==> config.mk <==
export PLATFORM = sky130hd
export DESIGN_NAME = brs_reset_seq
export DESIGN_NICKNAME = d
export VERILOG_FILES = /design/src/core/brs_pkg.sv /design/src/core/brs_rst_sync.sv /design/src/core/brs_reset_seq.sv
export SDC_FILE = /design/constraint.sdc
export NUM_CORES = 1
export LEC_CHECK = 0
export ABC_AREA = 1
export BUFFER_PORTS_ARGS = -buffer_cell sky130_fd_sc_hd__clkbuf_2
export CELL_PAD_IN_SITES_DETAIL_PLACEMENT = 1
export CELL_PAD_IN_SITES_GLOBAL_PLACEMENT = 1
export CORE_MARGIN = 5
export CORE_UTILIZATION = 42
export DETAILED_ROUTE_END_ITERATION = 10
export GPL_ROUTABILITY_DRIVEN = 0
export PLACE_DENSITY_LB_ADDON = 0.1
export SETUP_SLACK_MARGIN = 0.3
export SYNTH_ARGS = -nofsm -noshare
export SYNTH_HDL_FRONTEND = slang
export SYNTH_SLANG_ARGS = --single-unit
==> constraint.sdc <==
create_clock -name clk_i -period 2.7 [get_ports clk_i]
set_input_delay 0.27 -clock clk_i [delete_from_list [all_inputs] [get_ports clk_i]]
set_output_delay 0.27 -clock clk_i [all_outputs]
set_load 0.03 [all_outputs]
==> src/core/brs_pkg.sv <==
/*
  Constants, state encodings and timing counts for the bridge reset sequencer.
  Assumes a single 200 MHz core clock and that every user of it imports the
  whole package.
*/
// Behaviour
// - Hold power-on reset until supply good.
// - After clock detected, wait 10 us, release.
// - Power-on reset initializes every register class.
// - Secondary bus reset follows every reset source.
// - Fundamental reset clears all non-sticky state.
// - Fundamental reset release latches static inputs.
// - Release starts download when EEPROM present.
// - Link training starts within 80 ms.
// - Hot reset enters data-link-down state.
// - Link-down resets ordinary bits only.
// - Sticky bits cleared by global or power-on.
// - Loadable bits cleared by fundamental, global, power-on.
// - Bridge control bit 6 drives bus reset.
// - Reference select: low 100 MHz, high 125 MHz.
// - No beacon, wake or auxiliary power.
// - Global reset restores all link registers.
package brs_pkg;

  localparam int unsigned CLK_MHZ = 200;

  // Power-on release delay after the reference clock is seen active.
  localparam int unsigned POR_DELAY_US = 10;
  localparam int unsigned POR_DELAY_CYC = POR_DELAY_US * CLK_MHZ;
  localparam logic [11:0] POR_DELAY_LAST = 12'(POR_DELAY_CYC - 1);

  // Longest time from fundamental reset release to training start.
  localparam int unsigned LINK_TRAIN_MAX_MS = 80;
  localparam int unsigned LINK_TRAIN_MAX_CYC_DEF = LINK_TRAIN_MAX_MS * CLK_MHZ * 1000;

  // Bridge control register and its secondary bus reset field.
  localparam logic [7:0] BRIDGE_CTRL_OFS = 8'h3e;
  localparam int unsigned SBR_BIT = 6;

  localparam int unsigned STATIC_W = 8;

  // Level that a reset flop takes while its reset is in effect.
  localparam logic RST_ASSERTED = 1'b1;

  typedef enum logic [1:0] {
    POR_PWR = 2'b00,
    POR_CLK = 2'b01,
    POR_DLY = 2'b10,
    POR_RUN = 2'b11
  } brs_por_e;

endpackage

==> src/core/brs_rst_sync.sv <==
/*
  Reset synchronizer: asserts at once on its asynchronous input, releases two
  clock edges after that input falls. Assumes clk_i runs while reset releases.
*/
`timescale 1ns/1ps
module brs_rst_sync
  import brs_pkg::*;
(
  input wire logic clk_i,
  input wire logic arst_i,
  output logic rst_o
);

  typedef struct packed {
    logic s1;
    logic s2;
  } brs_sync_s;

  brs_sync_s sync_ff;
  brs_sync_s nxt_sync;

  always_comb
  begin
    nxt_sync.s1 = ~RST_ASSERTED;
    nxt_sync.s2 = sync_ff.s1;
  end

  always_ff @(posedge clk_i or posedge arst_i)
  begin
    if (arst_i)
    begin
      sync_ff <= {RST_ASSERTED, RST_ASSERTED};
    end
    else
    begin
      sync_ff <= nxt_sync;
    end
  end

  assign rst_o = sync_ff.s2;

endmodule

==> src/core/brs_reset_seq.sv <==
/*
  Reset sequencer of the bridge: power-on sequencing, fundamental, global and
  hot reset handling, per-class reset outputs, secondary bus reset and
  reference clock type selection. Assumes pins are asynchronous to clk_i and
  that hot_reset_i, link_up_i, phy_ready_i, eeprom_present_i and the
  configuration write port come from logic on clk_i.
*/
`timescale 1ns/1ps
module brs_reset_seq
  import brs_pkg::*;
#(
  parameter int unsigned LINK_TRAIN_MAX_CYC = LINK_TRAIN_MAX_CYC_DEF
)(
  input wire logic clk_i,
  input wire logic rst_i,
  input wire logic core_supply_sense_i,
  input wire logic refclk_active_i,
  input wire logic fund_reset_n_i,
  input wire logic global_reset_in_n_i,
  input wire logic ref_clock_type_select_i,
  input wire logic [STATIC_W-1:0] static_ctrl_i,
  input wire logic eeprom_present_i,
  input wire logic hot_reset_i,
  input wire logic link_up_i,
  input wire logic phy_ready_i,
  input wire logic cfg_wr_i,
  input wire logic [7:0] cfg_addr_i,
  input wire logic [15:0] cfg_wdata_i,
  output logic por_o,
  output logic sticky_rst_o,
  output logic eeprom_rst_o,
  output logic ordinary_rst_o,
  output logic sec_bus_rst_o,
  output logic secondary_bus_reset_bit_o,
  output logic dl_down_o,
  output logic [STATIC_W-1:0] static_ctrl_o,
  output logic eeprom_dl_start_o,
  output logic link_cfg_o,
  output logic link_train_start_o,
  output logic ref_diff100_o,
  output logic ref_se125_o,
  output logic beacon_o,
  output logic wake_o,
  output logic aux_power_en_o
);

  localparam logic [23:0] LINK_LAST = 24'(LINK_TRAIN_MAX_CYC - 1);

  typedef struct packed {
    logic supply_s1;
    logic supply_s2;
    logic clk_s1;
    logic clk_s2;
    logic rsel_s1;
    logic rsel_s2;
    logic [STATIC_W-1:0] stat_s1;
    logic [STATIC_W-1:0] stat_s2;
    brs_por_e st;
    logic [11:0] cnt;
    logic perst_q;
    logic [23:0] link_cnt;
    logic trained;
    logic por;
    logic sticky;
    logic eeprom;
    logic ordinary;
    logic sec_bus;
    logic sbr;
    logic dl_down;
    logic [STATIC_W-1:0] static_q;
    logic dl_start;
    logic link_cfg;
    logic train_start;
    logic ref_diff100;
    logic ref_se125;
    logic beacon;
    logic wake;
    logic aux;
  } brs_state_s;

  brs_state_s state_ff;
  brs_state_s nxt_state;
  logic global_reset_in_rst;
  logic perst_rst;
  logic perst_any;
  logic perst_rise;

  //////////////////////////////////////////////////////////////////////////////

  brs_rst_sync u_global_reset_in_sync (
    .clk_i (clk_i),
    .arst_i (rst_i | ~global_reset_in_n_i),
    .rst_o (global_reset_in_rst)
  );

  brs_rst_sync u_perst_sync (
    .clk_i (clk_i),
    .arst_i (rst_i | ~fund_reset_n_i),
    .rst_o (perst_rst)
  );

  // The power-on reset counts as a fundamental reset, so a release edge seen
  // while power-on is still active is deferred rather than lost.
  assign perst_any = perst_rst | global_reset_in_rst | state_ff.por;
  assign perst_rise = state_ff.perst_q & ~perst_any;

  //////////////////////////////////////////////////////////////////////////////

  always_comb
  begin
    nxt_state = state_ff;
    nxt_state.supply_s1 = core_supply_sense_i;
    nxt_state.supply_s2 = state_ff.supply_s1;
    nxt_state.clk_s1 = refclk_active_i;
    nxt_state.clk_s2 = state_ff.clk_s1;
    nxt_state.rsel_s1 = ref_clock_type_select_i;
    nxt_state.rsel_s2 = state_ff.rsel_s1;
    nxt_state.stat_s1 = static_ctrl_i;
    nxt_state.stat_s2 = state_ff.stat_s1;
    nxt_state.perst_q = perst_any;

    unique case (state_ff.st)
      POR_PWR:
      begin
        nxt_state.cnt = '0;
        nxt_state.st = POR_CLK;
      end
      POR_CLK:
      begin
        nxt_state.cnt = '0;
        if (state_ff.clk_s2)
        begin
          nxt_state.st = POR_DLY;
        end
      end
      POR_DLY:
      begin
        if (!state_ff.clk_s2)
        begin
          nxt_state.st = POR_CLK;
        end
        else if (state_ff.cnt == POR_DELAY_LAST)
        begin
          nxt_state.st = POR_RUN;
        end
        else
        begin
          nxt_state.cnt = state_ff.cnt + 12'h001;
        end
      end
      POR_RUN:
      begin
        nxt_state.cnt = '0;
      end
    endcase
    if (!state_ff.supply_s2)
    begin
      nxt_state.st = POR_PWR;
    end
    nxt_state.por = (nxt_state.st != POR_RUN);

    // sticky only by power-on or global
    nxt_state.sticky = nxt_state.por | global_reset_in_rst;
    nxt_state.eeprom = nxt_state.sticky | perst_rst;
    nxt_state.dl_down = hot_reset_i | (state_ff.dl_down & ~link_up_i & ~perst_any);
    nxt_state.ordinary = nxt_state.eeprom | nxt_state.dl_down;

    if (nxt_state.ordinary)
    begin
      nxt_state.sbr = 1'b0;
    end
    else if (cfg_wr_i && cfg_addr_i == BRIDGE_CTRL_OFS)
    begin
      nxt_state.sbr = cfg_wdata_i[SBR_BIT];
    end
    nxt_state.sec_bus = nxt_state.ordinary | nxt_state.sbr;

    if (perst_rise)
    begin
      nxt_state.static_q = state_ff.stat_s2;
    end
    nxt_state.dl_start = perst_rise & eeprom_present_i;

    nxt_state.train_start = 1'b0;
    if (perst_any)
    begin
      nxt_state.link_cfg = 1'b0;
      nxt_state.link_cnt = '0;
      nxt_state.trained = 1'b0;
    end
    else if (perst_rise)
    begin
      nxt_state.link_cfg = 1'b1;
      nxt_state.link_cnt = '0;
    end
    else if (state_ff.link_cfg && !state_ff.trained)
    begin
      if (phy_ready_i || state_ff.link_cnt == LINK_LAST)
      begin
        nxt_state.train_start = 1'b1;
        nxt_state.trained = 1'b1;
      end
      else
      begin
        nxt_state.link_cnt = state_ff.link_cnt + 24'h000001;
      end
    end

    nxt_state.ref_diff100 = ~state_ff.rsel_s2;
    nxt_state.ref_se125 = state_ff.rsel_s2;
    nxt_state.beacon = 1'b0;
    nxt_state.wake = 1'b0;
    nxt_state.aux = 1'b0;
  end

  always_ff @(posedge clk_i or posedge rst_i)
  begin
    if (rst_i)
    begin
      state_ff <= '0;
      state_ff.st <= POR_PWR;
      state_ff.por <= RST_ASSERTED;
      state_ff.sticky <= RST_ASSERTED;
      state_ff.eeprom <= RST_ASSERTED;
      state_ff.ordinary <= RST_ASSERTED;
      state_ff.sec_bus <= RST_ASSERTED;
      state_ff.perst_q <= RST_ASSERTED;
      state_ff.ref_diff100 <= 1'b1;
    end
    else
    begin
      state_ff <= nxt_state;
    end
  end

  assign por_o = state_ff.por;
  assign sticky_rst_o = state_ff.sticky;
  assign eeprom_rst_o = state_ff.eeprom;
  assign ordinary_rst_o = state_ff.ordinary;
  assign sec_bus_rst_o = state_ff.sec_bus;
  assign secondary_bus_reset_bit_o = state_ff.sbr;
  assign dl_down_o = state_ff.dl_down;
  assign static_ctrl_o = state_ff.static_q;
  assign eeprom_dl_start_o = state_ff.dl_start;
  assign link_cfg_o = state_ff.link_cfg;
  assign link_train_start_o = state_ff.train_start;
  assign ref_diff100_o = state_ff.ref_diff100;
  assign ref_se125_o = state_ff.ref_se125;
  assign beacon_o = state_ff.beacon;
  assign wake_o = state_ff.wake;
  assign aux_power_en_o = state_ff.aux;
endmodule

=== Yosys cells after proc, flatten, opt, wreduce, memory -nomap -nowiden ===
Cells that the tools add are included.

* Add/subtract/negate cells: 2
* Equal/unequal tests: 11
* Mux-type cells: 22
* Bitwise operators: 18
* Reductions and logical operators: 13

{| class="wikitable"
|+ Operators with widths
! cell !! count
|-
| 25-bit two-way mux || 2
|-
| 24-bit two-way mux || 2
|-
| 24-bit by 1-bit adder with 24-bit output, second input constant || 1
|-
| 24-bit == test, second input constant || 1
|-
| 12-bit two-way mux || 2
|-
| 12-bit case mux with 2 select lines || 1
|-
| 12-bit by 1-bit adder with 12-bit output, second input constant || 1
|-
| 12-bit by 11-bit == test with 1-bit output, second input constant || 1
|-
| 1-bit two-way mux || 10
|-
| 1-bit OR || 9
|-
| 8-bit by 6-bit == test with 1-bit output, second input constant || 1
|-
| 2-bit two-way mux || 4
|-
| 2-bit inequality test, second input constant || 4
|-
| 2-bit case mux with 3 select lines || 1
|-
| 2-bit nonzero test || 3
|-
| 1-bit NOT || 5
|-
| 1-bit AND || 4
|-
| 2-bit == test, second input constant || 2
|-
| 2-bit AND reduction || 2
|-
| 3-bit inequality test, second input constant || 1
|-
| 3-bit AND reduction || 1
|-
| 3-bit nonzero test || 1
|-
| 3-bit OR reduction || 1
|-
| 2-bit by 1-bit == test with 1-bit output, second input constant || 1
|-
| other kinds (4) || 5
|}

* Bits in registers: 86
* Output and inout port bits: 23
* Logic and storage cells: 96

=== Logic depth before layout (Yosys ltp) ===
Gate-level depths: netlist (run 1).

* Depth after elaboration: 11
* Gate-level depth with buffers: 12

=== Cells and area by module ===
A second synthesis (run 1) with hierarchy kept.

* Cells, all modules: 519
* Area, all modules: 4,261.6 µm²

{| class="wikitable"
|+ By module, submodules not included
! module !! times used !! cells an instance !! area an instance (µm²) !! seq. area each (µm²)
|-
| brs_reset_seq || 1 || 511 || 4,141.5 || 2,060.7
|-
| brs_rst_sync || 2 || 4 || 60.1 || 52.6
|}

=== Worst setup path before layout (run 1) ===
Ideal clock, no wire load.

* Path kind: register -> register
* Start point: register state_ff[24] (netlist bit)
* End point: register state_ff[41] (netlist bit)
* Arrival: 1.525 ns
* Required time: 2.582 ns
* Slack: 1.057 ns
* Stages on the path, launching flop included: 12
* Path buffers: 1
* Clock period less this slack: 1.643 ns
* Cell sequence: dfrtp_1 ha_1 nand2_2 nor2_4 nand2_4 clkinv_2 nand3_4 nand3_2 nand2_2 buf_6 nand3_1 nand2_1

* Cells in the longest elaborated chain, start to end: 5

{| class="wikitable"
|+ RTL lines
! item !! line !! source
|-
| start: declaration || brs_reset_seq.sv:81 || <nowiki>brs_state_s state_ff;</nowiki>
|-
| start signal: assignment || brs_reset_seq.sv:232 || <nowiki>state_ff <= nxt_state;</nowiki>
|-
| 24-bit by 1-bit adder with 24-bit output || brs_reset_seq.sv:205 || <nowiki>nxt_state.link_cnt = state_ff.link_cnt + 24'h000001;</nowiki>
|-
| 24-bit two-way mux || brs_reset_seq.sv:198 || <nowiki>if (phy_ready_i || state_ff.link_cnt == LINK_LAST)</nowiki>
|-
| 25-bit two-way mux || brs_reset_seq.sv:196 || <nowiki>else if (state_ff.link_cfg && !state_ff.trained)</nowiki>
|-
| 24-bit two-way mux || brs_reset_seq.sv:191 || <nowiki>else if (perst_rise)</nowiki>
|-
| 25-bit two-way mux || brs_reset_seq.sv:185 || <nowiki>if (perst_any)</nowiki>
|}

Parallel ways exist; a longest one is shown, timed or not. The select of a mux whose other input is x is not followed.
A chain may end at the register's enable or synchronous reset.

=== Final worst setup path (run 1) ===
* Start point: register state_ff[24] (netlist bit)
* End point: register state_ff[45] (netlist bit)

Same word-level chain as after synthesis.

==> results.ini, run 1 <==
[status]
status = finished with violations
violations = negative hold slack

[floorplanning]
core_area_um2 = 10140
die_area_um2 = 12360
die_y_um = 111.2
initial_core_util = 0.4240
die_x_um = 111.2
num_rows = 37
ioPinCount = 67

[sta]
tightest_slew_ns = 0.7224
worst_hold_slack_ns = -0.002208
rsz0062_at_grt = no
fin_tns_setup_ns = 0
final-setup-viol-count = 0
max_freq_ghz = 0.4967
finalClockSkew_ns = 0.01668
fin_crit_sh = 0.7457
layout_min_cycle_time_ns = 2.013
setup_slack_ns = 0.6867
slew_viol_final = 0
relSlewSlack = 0.5147
hold_violations = 2

[clock_network]
cts_resized = 0
cts_tree = built
postCtsSetupBuffers = 0
root_buffer = clkbuf_8
htreeDepth = 3
path_clk_slew_ns = 0.11
insertion_delay_ns = 0.36
cts_made_buffers = 9
cts_max_path_buffers = 2
clkSinkCount = 86

[worst_setup_path]
cp.arrival_ns = 2.28
r2r-end = state_ff[45]
cp-start-kind = register
rrSetupSlack_ns = 0.69
cp_max_fo = 15
critPathKind = reg2reg
r2r_cells = 10
crit_required_ns = 2.97
endpoint = state_ff[45]
reg2reg_from = state_ff[24]
worst_setup_path_end_kind = register
worstSetupStartpoint = state_ff[24]

[logic_synthesis]
yosys.area.top_type = dfrtp_1
yosysSeqAreaShare = 0.5038
synthTopCellsByArea = dfrtp_1 44%, nand2_1 12%, dfstp_2 6.7%
yosys_register_bits = 86
synth.distinct_cells = 40
async_reset_ff_frac = 1.000
avgSynthCellArea_um2 = 8.332
synthTopCellsByCount = 141 x nand2_1, 75 x dfrtp_1, 67 x nor2_1, 53 x inv_1, 36 x nand3_1
syn_inst = 516
yosysTopAreaCellShare = 0.4366
synth_flop_cell = dfrtp_1
ys_warn_count = 0
synth-edff-count = 0
syn_area_um2 = 4299
yosys.cell_count.top_type = nand2_1

[global_routing]
grt_pass1_wl_um = 18190
grt-ovfl-total = 0
grt_start_max_net_pins = 46
antenna_found_initial = 0
grt_usage = 0.1791
grt_pass1_vias = 3722

[routing]
viasPerCell = 4.904
drc_errors = 0
drt_iter0_drc = 151
vias = 3511
postRouteAntennaNets = 0
first_pass_iters = 4
wl_per_cell_um = 14.48
totalWireLength_um = 10370

[layout]
largest_register = state_ff
area_growth_pct = 14.03
largest_reg_flops = 50
diodes = 0
final_layout_size_suffix_gt1_frac = 0.2121
layout.nets = 621
final_util = 0.4835
final_cells = 716

[placed_design]
dpl.cell_count = 688
dp_hpwl_um = 7391
dp_slack_ns = 0.6562
port_buffers = 48

[pwr]
p_sw_frac = 0.2953
power_frac_comb = 0.101
switchingPower_mw = 0.7473
p_leak_nw = 2.318
p_per_area_nw_per_um2 = 516.3
internal-power_mw = 1.784
seq_power_share = 0.546
p_clk_frac = 0.353
power.ir.vdd_worst_v = 0.0003558

[run]
cap_violations = 0

[worst_hold_path]
min_path_type = in2async

==> layout by cell type, fill, tap and decap left out, types with 10 or more instances in the layout <==
cell type | netlist | final
nand3_1 | 36 | 36
o21ai_0 | 16 | 16
nand4_1 | 15 | 15
xor2_1 | 10 | 10
nand2_1 | 141 | 141
dfrtp_1 | 75 | 75
nand2_2 | 18 | 18
nor2_1 | 67 | 67
dlygate4sd3_1 | 0 | 12
inv_1 | 53 | 52
nor3_1 | 12 | 12
dfstp_2 | 11 | 11
clkbuf_2 | 0 | 48
==> power by group through the flow <==
stage	sequential, mW	clock [mW]	combinational, mW
final	1.38	0.894	0.255
after global routing	1.39	0.991	0.281
after detailed placement	1.41	0	0.246
after floorplan	1.41	0	0.200
after global placement	1.40	0	0.238
after CTS	1.38	0.922	0.261
==> worst min path at each step <==
stage	to
2_1_floorplan	u_global_reset_in_sync.nxt_sync[0]
3_3_place_gp	state_ff[69]
3_5_place_dp	nxt_state[3]
4_1_cts	static_ctrl_o[1]
5_1_grt	nxt_state[66]
6_report	static_ctrl_o[1]
==> metrics by stage <==
| stage | power, mW | hold WS [ns] | area, µm² |
|---|---|---|---|
| 2_1_floorplan | 1.606 | 0.2643 | 4314 |
| 3_3_place_gp | 1.641 | 0.3313 | 4594 |
| 3_5_place_dp | 1.652 | 0.3363 | 4594 |
| 4_1_cts | 2.566 | 0.004961 | 4902 |
| 5_1_grt | 2.660 | 0.008527 | 4902 |
| 6_report | 2.531 | -0.002208 | 4902 |
==> timing repair <==
action	in CTS	in global routing
endpoints found under the setup margin	0	0
hold buffers	12	0
hold endpoints to repair	14	0
==> cell type report <==
| class | instances | area, µm² |
|---|---|---|
| fillers | 1232 | 5236 |
| inverters | 58 | 220.2 |
| repair buffers | 63 | 395.4 |
| multi-input cells | 357 | 1763 |
| flip-flops and latches | 86 | 2166 |
| clock buffers | 9 | 123.9 |
| well taps | 136 | 170.2 |
| clock inverters | 7 | 63.81 |
==> worst max-delay path: stages (launching register included) <==
cell and delay, ns:
dfrtp_1 0.49, ha_1 0.29, nand2_2 0.10, nor2_4 0.22
nand2_4 0.10, clkinv_2 0.08, nand3_4 0.09, nand3_2 0.09
nand2_2 0.22, nand3_1 0.18, nand2_1 0.06
==> cells by family after synthesis <==
kind of cell	count (synthesis)	synth area share
AND/OR/NAND/NOR	305	0.3271
buffers and inverters	77	0.08963
XOR/XNOR	12	0.02445
AO/OA/AOI/OAI	32	0.04599
other	1	0.0008723
adder cells (fa/ha/maj)	2	0.005820
flip-flops	86	0.5038
multiplexers	1	0.002328
==> routing by layer <==
metal	up-vias	track usage	part of all wire
met2	52	0.3000	0.50
li1	1716	-	-
met3	6	0.04258	0.041
met1	1737	0.2366	0.45
met5	-	0	0
met4	0	0.03893	0.0077
(Power assumes the default switching activity.)
==> run 2, diff against run 1 <==
--- a/config.mk
+++ b/config.mk
@@ -10,7 +10,7 @@
 export CELL_PAD_IN_SITES_DETAIL_PLACEMENT = 1
 export CELL_PAD_IN_SITES_GLOBAL_PLACEMENT = 1
 export CORE_MARGIN = 5
-export CORE_UTILIZATION = 42
+export CORE_UTILIZATION = 38
 export DETAILED_ROUTE_END_ITERATION = 10
 export GPL_ROUTABILITY_DRIVEN = 0
 export PLACE_DENSITY_LB_ADDON = 0.1
==> constraint.sdc (replaced) <==
create_clock -name clk_i -period 1.7 [get_ports clk_i]
set_input_delay 0.17 -clock clk_i [delete_from_list [all_inputs] [get_ports clk_i]]
set_output_delay 0.17 -clock clk_i [all_outputs]
set_load 0.03 [all_outputs]
==> run 2 against run 1 <==
Global-route usage is 2.2 points higher; flip-flop and latch count stayed put; the flow now finishes without violations; clock power is 130% higher; power is 86% higher; critical path depth stayed put; clock skew is 0.0088 ns lower; utilization is 5.3 points higher; register-to-register slack worse by 0.57 ns; maximum frequency is 27% higher; sequential share of layout area is 7.3 points lower; critical path type unchanged; combinational power is 77% higher.
==> results.ini, run 2 (synthesis results as in run 1) <==
[status]
status = completed

[routing]
totalWireLength_um = 12500  ; +21%
drt_iter0_drc = 164  ; +8.6%
viasPerCell = 4.950  ; +0.95%
first_pass_iters = 4  ; unchanged
vias = 3866  ; +10%
postRouteAntennaNets = 0  ; unchanged
drc_errors = 0  ; unchanged
wl_per_cell_um = 16.00  ; +11%

[placed_design]
dp_hpwl_um = 8119  ; +9.9%
port_buffers = 48  ; unchanged
placed_cell_area_um2 = 4852  ; +5.6%
dp_slack_ns = -0.03974  ; -0.6960 ns
dpl.cell_count = 718  ; +4.4%

[global_routing]
grt-ovfl-total = 0  ; unchanged
antenna_found_initial = 0  ; unchanged
grt_usage = 0.2011  ; +0.02203
grt_pass1_wl_um = 21060  ; +16%
grt_pass1_vias = 4231  ; +14%
grt_start_max_net_pins = 47  ; +2.2%

[sta]
worst_hold_slack_ns = 0.02106  ; +0.02327 ns
rsz0062_at_grt = yes
finalClockSkew_ns = 0.007904  ; -0.008775 ns
setup_slack_ns = 0.1124  ; -0.5743 ns
hold_violations = 0  ; -2
final-setup-viol-count = 0  ; unchanged
slew_viol_final = 0  ; unchanged
max_freq_ghz = 0.6299  ; +27%
fin_tns_setup_ns = 0  ; unchanged
layout_min_cycle_time_ns = 1.588  ; -0.4257 ns
fin_crit_sh = 0.9339  ; +0.1882

[worst_setup_path]
cp_cell_sequence = ha_2 -> nand2_2 -> nor2_4 -> nand2_4 -> clkinv_4 -> nand3_4 -> nand2_4 -> nand2_8 -> nand2_8 -> o21ai_1
cp-start-kind = register
crit_required_ns = 1.93  ; -1.04 ns
critPathKind = reg2reg
cp.arrival_ns = 1.82  ; -0.46 ns
slowest_stage = dfrtp_1
path_buf_inv = 1  ; unchanged
r2r_cells = 10  ; unchanged
slowest_delay_ns = 0.35  ; -0.14 ns
worst_setup_path_end_kind = register
cp.depth = 10  ; unchanged
path_delay_family = simple AND/OR/NAND/NOR gates
cp_max_fo = 8  ; -7
rrSetupSlack_ns = 0.11  ; -0.57 ns

[run]
cap_violations = 0  ; unchanged

[clock_network]
cts_made_buffers = 9  ; unchanged
htreeDepth = 3  ; unchanged
insertion_delay_ns = 0.35  ; about the same
path_clk_slew_ns = 0.06  ; -0.05 ns
clkSinkCount = 86  ; unchanged
root_buffer = clkbuf_16
cts_max_path_buffers = 2  ; unchanged
cts_tree = built

[layout]
layout.nets = 682  ; +9.8%
layout_commonest_cell = nand2_1
area_growth_pct = 37.19
largest_reg_flops = 50  ; unchanged
finalInstanceArea_um2 = 5898  ; +20%
final_cell_mix = 122 x nand2_1, 69 x dfrtp_1, 53 x buf_4, 48 x clkbuf_2, 47 x nor2_1
diodes = 0  ; unchanged
final_cells = 781  ; +9.1%
final_layout_size_suffix_gt1_frac = 0.4009  ; +0.1889
final_util = 0.5370  ; +0.05350
fill_cells = 1272  ; +3.2%
largest_register = state_ff

[pwr]
power.total_mw = 4.698  ; +86%
p_per_area_nw_per_um2 = 796.6  ; +54%
p_leak_nw = 2.777  ; +20%
power.ir.vdd_worst_v = 0.0009325  ; +160%

[floorplanning]
die_y_um = 116.4  ; +4.7%
ioPinCount = 67  ; unchanged
die_x_um = 116.4  ; +4.7%
initial_core_util = 0.3914  ; -0.03261
num_rows = 38  ; +2.7%
die_area_um2 = 13540  ; +9.6%
core_area_um2 = 10980  ; +8.3%

[worst_hold_path]
min_path_type = in2reg
whs_path_depth = 3

[run 2: path summary, 6_finish.rpt]
path,from,to
worst min register to register,nxt_state[65],state_ff[65]
min in group asynchronous,fund_reset_n_i,u_perst_sync.rst_o
worst max-delay path,state_ff[25],state_ff[25]
worst min-delay path,eeprom_present_i,eeprom_dl_start_o
max in group asynchronous,rst_i,state_ff[34]
worst max register to register,state_ff[25],state_ff[25]
[run 2: tightest hold or removal path: cells and delay by family]
family,cells,cell delay [ns]
buffers and inverters,2,0.12
and+or+nand+nor,1,0.04
[run 2: timing repair]
item,in CTS,in global routing
hold buffers,14,0
endpoints found under the hold margin,58,0
setup buffers,14,15
pin swaps,28,20
gates resized for setup,44,54
setup endpoints to repair,47,52
gates cloned,3,1
[run 2: area by class of cell]
type                            count  area (µm²)  share of cell area
Multi-Input combinational cell    360        2145              0.3636
Sequential cell                    86        2173              0.3685
Timing Repair inverter              1       5.005           0.0008485
Timing Repair Buffer              120       852.1              0.1445
Clock buffer                       10       239.0             0.04052
Tap cell                          140       175.2             0.02970
Inverter                           58       239.0             0.04052
Clock inverter                      6       70.07             0.01188
[run 2: metal layers]
layer | global-route usage | vias up | routed length, µm
li1 | - | 1867 | -
met1 | 0.2587 | 1913 | 5518
met2 | 0.3417 | 70 | 6237
met3 | 0.03731 | 16 | 532
met4 | 0.06651 | 0 | 207
met5 | 0 | - | 0
[run 2: where the power goes]
part           switching, mW  internal, mW  leakage, nW
logic                  0.303         0.148         1.55
clock network          0.865          1.19        0.141
registers             0.0474          2.15         1.09
==> run 3, diff against run 2 <==
--- a/config.mk
+++ b/config.mk
@@ -13,7 +13,7 @@
 export CORE_UTILIZATION = 38
 export DETAILED_ROUTE_END_ITERATION = 10
 export GPL_ROUTABILITY_DRIVEN = 0
-export PLACE_DENSITY_LB_ADDON = 0.1
+export PLACE_DENSITY = 0.86
 export SETUP_SLACK_MARGIN = 0.3
 export SYNTH_ARGS = -nofsm -noshare
 export SYNTH_HDL_FRONTEND = slang
==> run 3 against run 2 <==
Combinational power grew 13%; utilization grew 0.27 points; register-to-register slack lost 0.11 ns; via count grew 9.1%; largest power group unchanged; die area is the same; non-clock buffer count is the same; power grew 1.7%; clock power is essentially flat; maximum frequency shrank 6.6%; final cell count shrank 0.13%; largest cell class unchanged.
==> results.ini, run 3 (synthesis results as in run 1) <==
[clock_network]
cts_made_buffers = 9  ; unchanged
cts_max_path_buffers = 2  ; unchanged
cts_tree = built
path_clk_slew_ns = 0.08  ; +0.02 ns
htreeDepth = 3  ; unchanged
clkSinkCount = 86  ; unchanged
root_buffer = clkbuf_16
insertion_delay_ns = 0.36  ; about the same

[status]
status = completed

[floorplanning]
die_area_um2 = 13540  ; unchanged
die_x_um = 116.4  ; unchanged
die_y_um = 116.4  ; unchanged
ioPinCount = 67  ; unchanged
initial_core_util = 0.3914  ; unchanged
core_area_um2 = 10980  ; unchanged
num_rows = 38  ; unchanged

[pwr]
internal-power_mw = 3.353  ; -3.7%
switchingPower_mw = 1.425  ; +17%
seq_power_share = 0.463  ; -0.004
p_leak_nw = 2.744  ; -1.2%
power.total_mw = 4.777  ; +1.7%
p_clk_frac = 0.430  ; -0.007
p_sw_frac = 0.2982  ; +0.03952
power_frac_comb = 0.107  ; +0.011
power.ir.vdd_worst_v = 0.0008776  ; -5.9%
p_per_area_nw_per_um2 = 805.8  ; +1.2%

[global_routing]
grt_usage = 0.2279  ; +0.02681
grt_pass1_wl_um = 23400  ; +11%
grt_pass1_vias = 4531  ; +7.1%
grt_start_max_net_pins = 53  ; +13%
antenna_found_initial = 0  ; unchanged
grt-ovfl-total = 0  ; unchanged

[worst_setup_path]
worstSetupStartpoint = state_ff[24]
r2r-end = state_ff[45]
crit_required_ns = 2.00  ; +0.07 ns
path_common_cell = nand2_1
r2r_cells = 9  ; -1
cp.arrival_ns = 2.00  ; +0.18 ns
reg2reg_from = state_ff[24]
slowest_delay_ns = 0.36  ; about the same
slowest_stage = dfrtp_1
cp-start-kind = register
cp_cell_sequence = buf_4 -> nand3_1 -> nor2_1 -> nand2_1 -> nand2_1 -> nand2_1 -> nor2_1 -> nand3_1 -> nand2_1
cp_max_fo = 7  ; -1
worst_setup_path_end_kind = register
path_delay_family = simple AND/OR/NAND/NOR gates
rrSetupSlack_ns = 0.001  ; -0.11 ns
critPathKind = reg2reg
path_buf_inv = 1  ; unchanged

[worst_hold_path]
whs_path_depth = 3  ; unchanged
min_path_type = in2reg
hold_end = dl_down_o
min-delay-start = hot_reset_i

[layout]
final_cell_mix = 125 x nand2_1, 66 x dfrtp_1, 48 x nor2_1, 48 x clkbuf_2, 47 x buf_4
area_growth_pct = 37.89
diodes = 0  ; unchanged
layout_commonest_cell = nand2_1
largest_reg_flops = 50  ; unchanged
fill_cells = 1252  ; -1.6%
final_layout_size_suffix_gt1_frac = 0.4063  ; +0.005314
largest_register = state_ff
layout.nets = 681  ; -0.15%
final_util = 0.5398  ; +0.002734

[placed_design]
port_buffers = 48  ; unchanged
dp_hpwl_um = 8301  ; +2.2%

[routing]
first_pass_iters = 4  ; unchanged
vias = 4217  ; +9.1%
drt_iter0_drc = 233  ; +42%
wl_per_cell_um = 21.49  ; +34%
postRouteAntennaNets = 0  ; unchanged
viasPerCell = 5.406  ; +9.2%
totalWireLength_um = 16760  ; +34%
drc_errors = 0  ; unchanged

[run]
cap_violations = 0  ; unchanged

[sta]
final-setup-viol-count = 0  ; unchanged
fin_crit_sh = 0.9994  ; +0.06547
worst_hold_slack_ns = 0.07661  ; +0.05555 ns
finalClockSkew_ns = 0.008569  ; +0.0006652 ns
hold_violations = 0  ; unchanged
slew_viol_final = 0  ; unchanged
rsz0062_at_grt = yes
max_freq_ghz = 0.5886  ; -6.6%
layout_min_cycle_time_ns = 1.699  ; +0.1113 ns

## run 3: cell types whose count changed in the layout (fill, tap and decap cells not counted), moves of 3 or more
cell and change:
nand2_1 +3, clkinvlp_4 -3, nand2_4 -3, buf_6 +5, dfrtp_1 -3, buf_4 -6
dfrtp_2 +3
## run 3: worst max path at each step
stage	end	slack (ns)	depth (start not counted)
after floorplan	state_ff[41]	0.07	11
after global placement	state_ff[45]	0.07	8
after detailed placement	secondary_bus_reset_bit_o	-0.02	9
after CTS	state_ff[25]	0.14	11
after global routing	state_ff[45]	-0.1	9
final	state_ff[45]	0.001	9
## run 3: power groups by stage
stage / sequential [mW] / combinational, mW / clock, mW
after floorplan: 2.23 / 0.322 / 0
after global placement: 2.23 / 0.388 / 0
after detailed placement: 2.24 / 0.408 / 0
after CTS: 2.20 / 0.465 / 2.03
after global routing: 2.22 / 0.548 / 2.18
final: 2.21 / 0.511 / 2.06
## run 3: layout make-up
cell class / count / area (µm²) / area share
timing repair buffer: 120 / 873.3 / 0.1473
clock buffer: 9 / 225.2 / 0.03799
inverter: 58 / 241.5 / 0.04073
tap: 140 / 175.2 / 0.02955
sequential: 86 / 2177 / 0.3672
clock inverter: 7 / 73.82 / 0.01245
multi-input combinational: 360 / 2162 / 0.3647
## run 3: repair_timing
action	4_1_cts	5_1_grt
setup endpoints to repair	44	46
hold buffers	15	0
buffers inserted	17	19
gates cloned	3	0
pin swaps	15	21
resized for setup	49	56
hold endpoints to repair	91	0
## run 3: metrics by stage
| stage | area [µm²] | TNS, ns | setup WS [ns] | instances |
|---|---|---|---|---|
| after CTS | 5627 | 0 | 0.1359 | 761 |
| after detailed placement | 4805 | -0.02386 | -0.02386 | 710 |
| after global routing | 5928 | -0.2850 | -0.09716 | 780 |
| after floorplan | 4373 | 0 | 0.07059 | 520 |
| after global placement | 4805 | 0 | 0.06776 | 710 |
| final | 5928 | 0 | 0.001096 | 780 |
## run 3: tightest hold or removal path, delay by kind of cell
family,cells,cell delay [ns]
buffers and inverters,2,0.16
AO/OA/AOI/OAI,1,0.07
## run 3: per-layer routing
metal	share of wire	vias up	global-route usage
li1	-	1859	-
met1	0.37	2129	0.2493
met2	0.54	169	0.4146
met3	0.048	60	0.04715
met4	0.045	0	0.1168
met5	0	-	0
